==> src/hw/fault_code_consts.vh <==
// Constants for the compound fault code encoder and its register bank
`ifndef FAULT_CODE_CONSTS_VH
`define FAULT_CODE_CONSTS_VH
// Register byte offsets
`define OFS_CTRL        12'h000
`define OFS_STATUS      12'h004
`define OFS_MASK        12'h008
`define OFS_LOG         12'h00C
`define OFS_EVENTS      12'h010
// Control bits
`define CTRL_EN_BIT     0
`define CTRL_OVWR_BIT   1
`define CTRL_RST        2'h1
// Log register fields
`define LOG_VALID_BIT   31
`define LOG_OVER_BIT    30
`define LOG_CLASS_LSB   16
// Event status bits
`define EV_TLB_BIT      0
`define EV_CACHE_BIT    1
`define EV_BUS_BIT      2
`define EV_OVER_BIT     3
`define EV_W            4
`define MASK_RST        4'h0
// Code prefixes
`define PFX_TLB         12'h001
`define PFX_CACHE       8'h01
`define PFX_BUS         5'h01
// Transaction type
`define TT_INSTR        2'h0
`define TT_DATA         2'h1
`define TT_GEN          2'h2
// Hierarchy level
`define LL_L0           2'h0
`define LL_L1           2'h1
`define LL_L2           2'h2
`define LL_GEN          2'h3
// Request kind
`define RQ_GEN_ERR      4'h0
`define RQ_GEN_RD       4'h1
`define RQ_GEN_WR       4'h2
`define RQ_DATA_RD      4'h3
`define RQ_DATA_WR      4'h4
`define RQ_IFETCH       4'h5
`define RQ_PREFETCH     4'h6
`define RQ_EVICT        4'h7
`define RQ_SNOOP        4'h8
// Participation
`define PP_ORIG         2'h0
`define PP_ANSW         2'h1
`define PP_THIRD        2'h2
`define PP_GEN          2'h3
// Space kind
`define SK_MEM          2'h0
`define SK_IO           2'h2
`define SK_OTHER        2'h3
`endif

==> src/hw/fault_code_encoder.v <==
// Compound fault code encoder with logging register and APB slave
//
// Local design decisions: the address map and the APB slave port.
module fault_code_encoder
(
   // Clock and reset
   input  wire        pclk,
   input  wire        presetn,
   // APB slave
   input  wire        psel,
   input  wire        penable,
   input  wire        pwrite,
   input  wire [11:0] paddr,
   input  wire [31:0] pwdata,
   output reg  [31:0] prdata,
   output reg         pready,
   output reg         pslverr,
   // Fault detector reports, one-cycle strobes
   input  wire        tlb_fault,
   input  wire        cache_fault,
   input  wire        bus_fault,
   // Transaction origin: instruction, data, or neither known
   input  wire        instr_known,
   input  wire        data_known,
   // Hierarchy level, with a flag for an undetermined level
   input  wire [1:0]  level_in,
   input  wire        level_known,
   // Action: read, write, prefetch, eviction, snoop, or none known
   input  wire        is_read,
   input  wire        is_write,
   input  wire        is_prefetch,
   input  wire        is_evict,
   input  wire        is_snoop,
   // Bus fault details
   input  wire        originator_role,
   input  wire        answering_role,
   input  wire        third_party_role,
   input  wire        timed_out,
   input  wire        mem_access,
   input  wire        io_access,
   // Encoded code, valid flag and interrupt
   output reg  [15:0] arch_fault_code,
   output reg         code_valid,
   output reg         irq
);
`include "fault_code_consts.vh"

   reg  [1:0]  transaction_type_field;
   reg  [1:0]  hierarchy_level_field;
   reg  [3:0]  request_kind_field;
   reg  [3:0]  req_noncache;
   reg  [1:0]  participation_field;
   reg  [1:0]  space_kind_field;
   reg  [15:0] code_nxt;
   reg  [1:0]  class_nxt;
   reg  [1:0]  ctrl_r;
   reg  [3:0]  mask_r;
   reg  [3:0]  status_r;
   reg  [3:0]  status_nxt;
   reg  [15:0] code_r;
   reg  [1:0]  class_r;
   reg         valid_r;
   reg         over_r;
   reg  [31:0] events_r;
   reg  [31:0] rdata_nxt;
   wire        any_fault;
   wire        wr_en;
   wire        rd_en;
   wire        enabled;
   wire        can_log;
   wire [3:0]  ev_set;

   assign any_fault = tlb_fault | cache_fault | bus_fault;
   assign wr_en     = psel & penable & pwrite;
   assign rd_en     = psel & penable & ~pwrite;
   assign enabled   = ctrl_r[`CTRL_EN_BIT];

   // Sub-field encoding; unknowns fall back to the generic codes
   always @*
   begin
      if (instr_known && !data_known)
         transaction_type_field = `TT_INSTR;
      else if (data_known && !instr_known)
         transaction_type_field = `TT_DATA;
      else
         transaction_type_field = `TT_GEN;
      // Level 3 from a detector already means generic
      if (!level_known)
         hierarchy_level_field = `LL_GEN;
      else
         hierarchy_level_field = level_in;
      // Request kind; read and write both set counts as undetermined
      if (is_read && !is_write)
      begin
         if (instr_known && !data_known)
            req_noncache = `RQ_IFETCH;
         else if (data_known && !instr_known)
            req_noncache = `RQ_DATA_RD;
         else
            req_noncache = `RQ_GEN_RD;
      end
      else if (is_write && !is_read)
      begin
         if (data_known && !instr_known)
            req_noncache = `RQ_DATA_WR;
         else
            req_noncache = `RQ_GEN_WR;
      end
      else if (is_prefetch)
         req_noncache = `RQ_PREFETCH;
      else
         req_noncache = `RQ_GEN_ERR;
      // Eviction and snoop only when the cache layout wins; a coincident
      // bus fault takes the bus layout, which must not carry them
      if (cache_fault && !bus_fault && is_evict)
         request_kind_field = `RQ_EVICT;
      else if (cache_fault && !bus_fault && is_snoop)
         request_kind_field = `RQ_SNOOP;
      else
         request_kind_field = req_noncache;
      // Participation; more than one role claimed means generic
      case ({third_party_role, answering_role, originator_role})
         3'h1:    participation_field = `PP_ORIG;
         3'h2:    participation_field = `PP_ANSW;
         3'h4:    participation_field = `PP_THIRD;
         default: participation_field = `PP_GEN;
      endcase
      // Reserved space code 01 can never be selected
      if (mem_access && !io_access)
         space_kind_field = `SK_MEM;
      else if (io_access && !mem_access)
         space_kind_field = `SK_IO;
      else
         space_kind_field = `SK_OTHER;
   end

   // Layout select: bus beats cache beats translation when several fire
   always @*
   begin
      if (bus_fault)
      begin
         code_nxt  = {`PFX_BUS, participation_field, timed_out,
                      request_kind_field, space_kind_field,
                      hierarchy_level_field};
         class_nxt = 2'h3;
      end
      else if (cache_fault)
      begin
         code_nxt  = {`PFX_CACHE, request_kind_field, transaction_type_field,
                      hierarchy_level_field};
         class_nxt = 2'h2;
      end
      else
      begin
         code_nxt  = {`PFX_TLB, transaction_type_field,
                      hierarchy_level_field};
         class_nxt = 2'h1;
      end
   end

   // A new fault overwrites a held code only when overwrite is allowed
   assign can_log = enabled & any_fault & (~valid_r | ctrl_r[`CTRL_OVWR_BIT]);
   assign ev_set  = {enabled & any_fault & valid_r, enabled & bus_fault,
                     enabled & cache_fault & ~bus_fault,
                     enabled & tlb_fault & ~cache_fault & ~bus_fault};

   // Sticky events: a read clears them, but a same-cycle event still lands
   always @*
   begin
      status_nxt = status_r;
      if (rd_en && paddr == `OFS_STATUS)
         status_nxt = 4'h0;
      status_nxt = status_nxt | ev_set;
   end

   // Logging register and control state
   always @(posedge pclk or negedge presetn)
   begin
      if (!presetn)
      begin
         ctrl_r   <= `CTRL_RST;
         mask_r   <= `MASK_RST;
         status_r <= 4'h0;
         code_r   <= 16'h0000;
         class_r  <= 2'h0;
         valid_r  <= 1'b0;
         over_r   <= 1'b0;
         events_r <= 32'h00000000;
      end
      else
      begin
         status_r <= status_nxt;
         if (can_log)
         begin
            code_r  <= code_nxt;
            class_r <= class_nxt;
         end
         if (enabled && any_fault && valid_r)
            over_r <= 1'b1;
         else if (wr_en && paddr == `OFS_LOG)
            over_r <= 1'b0;
         // Set wins over a software clear of the valid flag
         if (enabled && any_fault)
            valid_r <= 1'b1;
         else if (wr_en && paddr == `OFS_LOG)
            valid_r <= 1'b0;
         if (enabled && any_fault)
            events_r <= events_r + 32'h00000001;
         if (wr_en && paddr == `OFS_CTRL)
            ctrl_r <= pwdata[1:0];
         if (wr_en && paddr == `OFS_MASK)
            mask_r <= pwdata[3:0];
      end
   end

   // Read mux; unmapped offsets read zero and flag an error
   always @*
   begin
      case (paddr)
         `OFS_CTRL:   rdata_nxt = {30'h00000000, ctrl_r};
         `OFS_STATUS: rdata_nxt = {28'h0000000, status_r};
         `OFS_MASK:   rdata_nxt = {28'h0000000, mask_r};
         `OFS_LOG:    rdata_nxt = {valid_r, over_r, 12'h000, class_r, code_r};
         `OFS_EVENTS: rdata_nxt = events_r;
         default:     rdata_nxt = 32'h00000000;
      endcase
   end

   // APB answer: no wait state, data registered in setup cycle
   always @(posedge pclk or negedge presetn)
   begin
      if (!presetn)
      begin
         prdata          <= 32'h00000000;
         pready          <= 1'b0;
         pslverr         <= 1'b0;
         arch_fault_code <= 16'h0000;
         code_valid      <= 1'b0;
         irq             <= 1'b0;
      end
      else
      begin
         pready  <= psel & ~penable;
         pslverr <= psel & ~penable & (paddr > `OFS_EVENTS | paddr[1:0] != 2'h0);
         if (psel && !penable)
            prdata <= rdata_nxt;
         arch_fault_code <= can_log ? code_nxt : code_r;
         code_valid      <= (enabled & any_fault) | valid_r;
         irq             <= |(status_nxt & mask_r);
      end
   end
endmodule

==> config.mk <==
export PLATFORM = sky130hd
export DESIGN_NAME = fault_code_encoder
export DESIGN_NICKNAME = d
export VERILOG_FILES = /design/src/hw/fault_code_encoder.v
export VERILOG_INCLUDE_DIRS = /design/src /design/src/hw
export SDC_FILE = /design/constraint.sdc
export NUM_CORES = 1
export LEC_CHECK = 0
export BUFFER_PORTS_ARGS = -buffer_cell sky130_fd_sc_hd__buf_2
export CAP_MARGIN = 5
export CORE_MARGIN = 10
export CORE_UTILIZATION = 56
export CTS_CLUSTER_SIZE = 30
export DETAILED_ROUTE_END_ITERATION = 7
export GPL_TIMING_DRIVEN = 0
export PLACE_DENSITY = 0.9
export SYNTH_ARGS = -nofsm -noshare
export SYNTH_HDL_FRONTEND = slang
export SYNTH_SLANG_ARGS = --single-unit
==> constraint.sdc <==
create_clock -name pclk -period 5.7 [get_ports pclk]
set_clock_uncertainty 0.2 [all_clocks]
set_input_delay 1.14 -clock pclk [delete_from_list [all_inputs] [get_ports pclk]]
set_output_delay 1.14 -clock pclk [all_outputs]
set_load 0.05 [all_outputs]
==> Yosys cells after proc, flatten, opt, wreduce, memory -nomap -nowiden <==
Index checks and enable logic that the tools add are counted.
{ "word_totals": {"latchBits": 0, "inputBits": 68, "rom_bits": 0, "word_cells": 101, "ff_bits": 98, "output_inout_bits": 52, "n_memories": 0, "mem_bits_rw": 0} }
{ "classes": {"div_mod_pow": 0, "n_reduce_logical": 29, "n_shift": 0, "n_lt_le_gt_ge": 1, "eq_ne": 7, "multipliers": 0, "n_addsub": 1, "bitwise_logic": 26, "mux": 24} }
{ "ops": {"columns": ["cell", "count"], "rows": [
  ["one-hot mux 32 bit (5 select lines)", 1],
  ["adder 32 x 1 -> 32 bit (second input constant)", 1],
  ["== test 12 x 4 -> 1 bit (second input constant)", 2],
  ["two-way mux 4 bit", 5],
  ["logical AND 1 bit", 16],
  ["two-way mux 16 bit", 1],
  ["bitwise AND 1 bit", 14],
  ["two-way mux 2 bit", 7],
  ["== test 12 x 3 -> 1 bit (second input constant)", 1],
  ["== test 12 x 5 -> 1 bit (second input constant)", 1],
  ["greater-than comparator 12 x 5 -> 1 bit (second input constant)", 1],
  ["logical NOT 12 bit", 1],
  ["two-way mux 12 bit", 1],
  ["two-way mux 3 bit", 3],
  ["two-way mux 9 bit", 1],
  ["logical NOT 1 bit", 8],
  ["one-hot mux 2 bit (3 select lines)", 1],
  ["nonzero test 2 bit", 3],
  ["inverter 1 bit", 5],
  ["bitwise OR 1 bit", 5],
  ["bitwise AND 4 bit", 1],
  ["two-way mux 1 bit", 4],
  ["bitwise OR 4 bit", 1],
  ["OR reduction 4 bit", 1],
  ["other kinds (3)", 3]
]} }

==> Logic depth before layout (Yosys ltp) <==
{ "depth": {"depth_word": 10, "depth_mapped": 7, "ltp_nobuf": 6} }

==> Worst setup path after synthesis <==
No wires, ideal clock.
{ "synth_path": {"kind": "input to register", "start": "input bus_fault", "end": "register events_r[23]", "setup_time_ps": 124, "arrival_time_ps": 2565, "path_buffers": 2, "t_required_ps": 5376, "path_slack_ps": 2811, "path_stages": 6, "cell_sequence": "buf_2 > nor3_1 > or3_1 > buf_2 > or4_4 > xnor2_2"} }
{ "synth_via": {"elab_chain_cells": 2} }
{ "synth_rtl": {"columns": ["item", "line_no", "text"], "rows": [
  ["from (decl)", "fault_code_encoder.v:21", "input wire bus_fault,"],
  ["bitwise OR 1 bit", "fault_code_encoder.v:73", "assign any_fault = tlb_fault | cache_fault | bus_fault;"],
  ["logical AND 1 bit", "fault_code_encoder.v:207", "if (enabled && any_fault)"],
  ["to (signal assigned)", "fault_code_encoder.v:208", "events_r <= events_r + 32'h00000001;"],
  ["to (decl)", "fault_code_encoder.v:64", "reg [31:0] events_r;"]
]} }
Every way passes these cells.
A chain may end at the register's enable or synchronous reset.

==> Final worst setup path <==
{ "layout_path": {"start": "input paddr[1]", "end": "register prdata[17]"} }
{ "layout_via": {"elab_chain_cells": 2, "elab_cells_between_ends": 6, "classes_between": "4 x eq/ne; 1 x mux; 1 x reduce/logical"} }
{ "layout_rtl": {"columns": ["item", "line_no", "text"], "rows": [
  ["from (decl)", "fault_code_encoder.v:13", "input wire [11:0] paddr,"],
  ["== test 12 x 5 -> 1 bit (tied with other cells)", "fault_code_encoder.v:219", "case (paddr)"],
  ["one-hot mux 32 bit (5 select lines) (*)", "fault_code_encoder.v:219", null],
  ["to (signal assigned)", "fault_code_encoder.v:246", "prdata <= rdata_nxt;"],
  ["to (decl)", "fault_code_encoder.v:15", "output reg [31:0] prdata,"]
]} }
Mark *: on every way between the ends. The rest lies on a longest branch, timed or not.

==> summary by stage <==
Routing
The number of search-and-repair iterations in the first detailed-routing pass is 4. The wire length on met2 is 5.299 mm. The count of nets left with antenna violations after detail routing is 0. The detailed-route vias per instance is 5.755. For this block, the routed nets add up to 10.22 mm of wire.

The routed length on met1 is 4.079 mm. Wire segments on met3 add up to 699 µm in the final route. The highest signal layer in the routed design is met4.

Summing over every cut layer, the via total after detailed routing is 3,401. In the routed design, unresolved DRC markers number 0. In this run, the number of DRC markers left after iteration 0 of detailed routing was 213. In the final routed layout, each cell accounts on average for 17.30 µm.

CTS
The clock tree synthesis step divided the H-tree into 3 levels. The cts-stage hold buffer count is 0. CTS saw 94 sinks. The clock tree from TritonCTS is done.

The clock input transition at the sequential cells of the worst setup and hold paths is 90 ps. The number of gates resized after cts is 0. The clock passes through at most 2 buffers. Buffers added to address setup during post-CTS repair amount to 0.

TritonCTS created 9 clock buffers. The cell at the root of the clock tree is sky130_fd_sc_hd__clkbuf_8. The clock reaches the later pin of the worst-skew pair after 370 ps.

Power and ir drop
For this design the ratio of total power to cell area is 242.6 nW/µm². Summed over all cells, the static leakage comes to 2.585 nW. The worst ir drop on vdd is 0.0001239 V.

Yosys
Summed over its instances, the top area cell type makes up 53.02% of the synthesized netlist area. In the synthesized netlist the dominant register cell turns out to be sky130_fd_sc_hd__dfrtp_1. Yosys mapped the design onto 53 distinct sky130hd cell types. In this run the mean area of a mapped cell was 11.40 µm². In the post-synthesis netlist, the cell with the most instances is sky130_fd_sc_hd__dfrtp_1. Sorting the synthesized cells by how often they occur yields 93 x sky130_fd_sc_hd__dfrtp_1, 36 x sky130_fd_sc_hd__nand2_1, 22 x sky130_fd_sc_hd__a22o_1. The synthesized design spends more area on one cell type than any other, namely sky130_fd_sc_hd__dfrtp_1. Synthesis produced 385 cells. The count of state elements after synthesis is 94.

Sorting the synthesized cells by area gives the leading types as sky130_fd_sc_hd__dfrtp_1 53%, sky130_fd_sc_hd__a22o_1 4.4%, sky130_fd_sc_hd__xnor2_1 3.4%. For this run, the register share of the synthesized area comes to 53.62%. After synthesis, the share of flip-flops with an asynchronous set or reset is 100.0%. The area of the mapped netlist is 4389 µm².

The synthesized design contains 0 enable-type register cells. During synthesis, Yosys emitted a total of 0 warnings.

Critical path
The worst register-to-register path begins at ctrl_r[0]. The arrival time reported for the critical path endpoint is 3020 ps. For the worst setup path, the data required time is 5810 ps. The critical path goes through buf_2, nor4_2, nand4_1, nor4_4, buf_2, a221o_1. The largest individual stage delay along the critical path comes from the cell sky130_fd_sc_hd__nor4_4. Of all nets on the critical path, the largest fanout is 10. The cell type with the highest occurrence count on the critical path is sky130_fd_sc_hd__buf_2. The classification of the worst setup path is input pin to flip-flop. The startpoint type of the worst setup path is an input pin. STA classifies the critical path endpoint as a flip-flop. The critical path starts at paddr[1]. The maximum cell stage delay along the critical path is 540 ps.

Global route
The first global-routing pass estimated 17.11 mm of wire. The maximum number of pins on one net before global-route repair is 62. The global-route total usage across every layer is 18.01%. The initial antenna violation count is 0. The via count of the first global-routing pass was 3,490. The total overflow left after global routing is 0.

Placement
The total instance count after detailed placement is 576. The count of buffers from port buffering is 85. The placed instance area is 4984 µm². The detailed placer's ending HPWL is 7.656 mm. The final RePlAce weighted congestion is 0.8960.

Timing
Setup repair after global routing left no endpoint under its margin. The minimum hold slack is 285.8 ps. For this run, the top clock speed supported by timing is 0.3436 GHz. In the finished design, the share of the clock period the worst path needs comes to 51.06%.

The final period demand of the worst path is 2911 ps. The count of endpoints failing setup in the final report is 0. The transition time at the pin with the least slew margin is 842.4 ps. The relative slew slack is 43.32%. The final count of hold timing violations was 0. The setup TNS after final layout is 0 ps.

The number of slew-limit violations in the final report is 0.

Run
The number of maximum-capacitance constraint violations is 0.

Final layout
The repair_antennas step left the layout with diodes totalling 0. In the final layout, the multi-input gates occupy 1868 µm². Fill cells in the final layout number 590. Leaving out filler cells and counting taps, the final layout contains 591.

The post-route netlist has 27.40% of its cells at a drive strength greater than 1. The storage element area is 2354 µm². The final design instance area without fill is 5206 µm². In the final design database the tool counted 558 nets. The area growth from synthesis to layout is 18.61%.

Floorplanning
The initialized floorplan defines 32 standard-cell rows. The die is 108.5 µm tall. From left edge to right edge, the die measures 108.5 µm. The number of ports placed on the die boundary is 120. The floorplan step defined a die boundary enclosing 11,780 µm². The initial utilization of the core area, before any placement, comes to 57.10%.

The region available for standard cell placement spans 7687 µm².

Run status
The run finished with clean final reports.

Hold path
The startpoint of the most critical hold path is events_r[31]. In this run the worst hold path is classified as flip-flop to flip-flop.
## critical path, delay by kind of cell
family | cells | cell delay [ps]
AND/OR/NAND/NOR | 3 | 1260
buffers and inverters | 2 | 430
AO/OA/AOI/OAI | 1 | 170
## per-stage QoR
step	setup slack (ps)	utilization, %	power (mW)
2_1_floorplan	2811	-	0.7394
3_3_place_gp	2461	64.44	0.7773
3_5_place_dp	2430	64.83	0.7835
4_1_cts	2795	67.72	1.266
5_1_grt	2615	67.72	1.306
6_report	2789	67.72	1.263
## cells in the final DEF (no fill, tap or decap), types with 2 or more instances in the layout
master,count
sky130_fd_sc_hd__clkbuf_8,12
sky130_fd_sc_hd__dfrtp_1,93
sky130_fd_sc_hd__o21ai_0,20
sky130_fd_sc_hd__and3_1,2
sky130_fd_sc_hd__buf_4,6
sky130_fd_sc_hd__nor2b_1,3
sky130_fd_sc_hd__xor2_1,15
sky130_fd_sc_hd__mux2i_1,5
sky130_fd_sc_hd__or3_1,2
sky130_fd_sc_hd__a22o_1,22
sky130_fd_sc_hd__nand4_1,10
sky130_fd_sc_hd__conb_1,4
sky130_fd_sc_hd__mux2_2,9
sky130_fd_sc_hd__nand3b_1,2
sky130_fd_sc_hd__inv_1,15
sky130_fd_sc_hd__and4_1,4
sky130_fd_sc_hd__clkbuf_1,12
sky130_fd_sc_hd__a21oi_1,3
sky130_fd_sc_hd__nor4_1,5
sky130_fd_sc_hd__nand2b_1,3
sky130_fd_sc_hd__nor2_1,10
sky130_fd_sc_hd__ha_1,5
sky130_fd_sc_hd__bufinv_16,2
sky130_fd_sc_hd__nand2_1,36
sky130_fd_sc_hd__and2_1,12
sky130_fd_sc_hd__nor3_1,10
sky130_fd_sc_hd__mux4_2,2
sky130_fd_sc_hd__buf_2,90
sky130_fd_sc_hd__nor4_4,4
sky130_fd_sc_hd__a31oi_1,4
sky130_fd_sc_hd__xnor2_1,17
sky130_fd_sc_hd__a22oi_1,6
sky130_fd_sc_hd__nand3_1,10
sky130_fd_sc_hd__a211o_1,2
sky130_fd_sc_hd__a221o_1,11
## layout make-up
type,count,share of cell area [%]
inverter,15,1.081
clock inverter,3,1.298
timing repair buffer,86,8.748
tap,102,2.451
clock buffer,12,2.980
sequential,94,45.21
multi-input combinational,256,35.88
buffer,23,2.355
## report_power, final
part / leakage, nW / internal [mW] / switching [mW] / total (mW)
clock network: 0.109 / 0.269 / 0.225 / 0.493
registers: 1.25 / 0.674 / 0.00791 / 0.682
logic: 1.23 / 0.0301 / 0.0579 / 0.0880
total: 2.59 / 0.973 / 0.290 / 1.26
## logic make-up after synthesis
| kind of cell | count (synthesis) | synth area share, % |
|---|---|---|
| and+or+nand+nor | 122 | 16.42 |
| DFF | 94 | 53.62 |
| AOI/OAI and AO/OA | 76 | 13.14 |
| buffers and inverters | 38 | 4.076 |
| xor gates and xnor gates | 33 | 6.756 |
| muxes | 16 | 4.476 |
| adders and majority gates | 5 | 1.425 |
| other | 1 | 0.08544 |
## registers in the layout, indices dropped and copies added, names as in the netlist
signal,count
events_r,32
prdata,32
arch_fault_code,12
mask_r,4
status_r,4
class_r,2
ctrl_r,2
code_valid,1
irq,1
over_r,1
pready,1
pslverr,1
valid_r,1
## routing by layer
| layer | GRT usage (%) | vias to the layer above |
|---|---|---|
| li1 | - | 1590 |
| met1 | 20.89 | 1697 |
| met2 | 31.03 | 102 |
| met3 | 5.354 | 12 |
| met4 | 6.309 | 0 |
| met5 | 0 | - |
## worst paths after layout
check	end	slack [ps]	cells past startpoint
min in group asynchronous	prdata[13]	510	1
worst min register to register	events_r[31]	290	1
worst max-delay path	prdata[17]	2790	6
worst min-delay path	events_r[31]	290	1
worst max register to register	events_r[23]	3290	5
max in group asynchronous	ctrl_r[0]	4110	2
(Power assumes the default switching activity.)
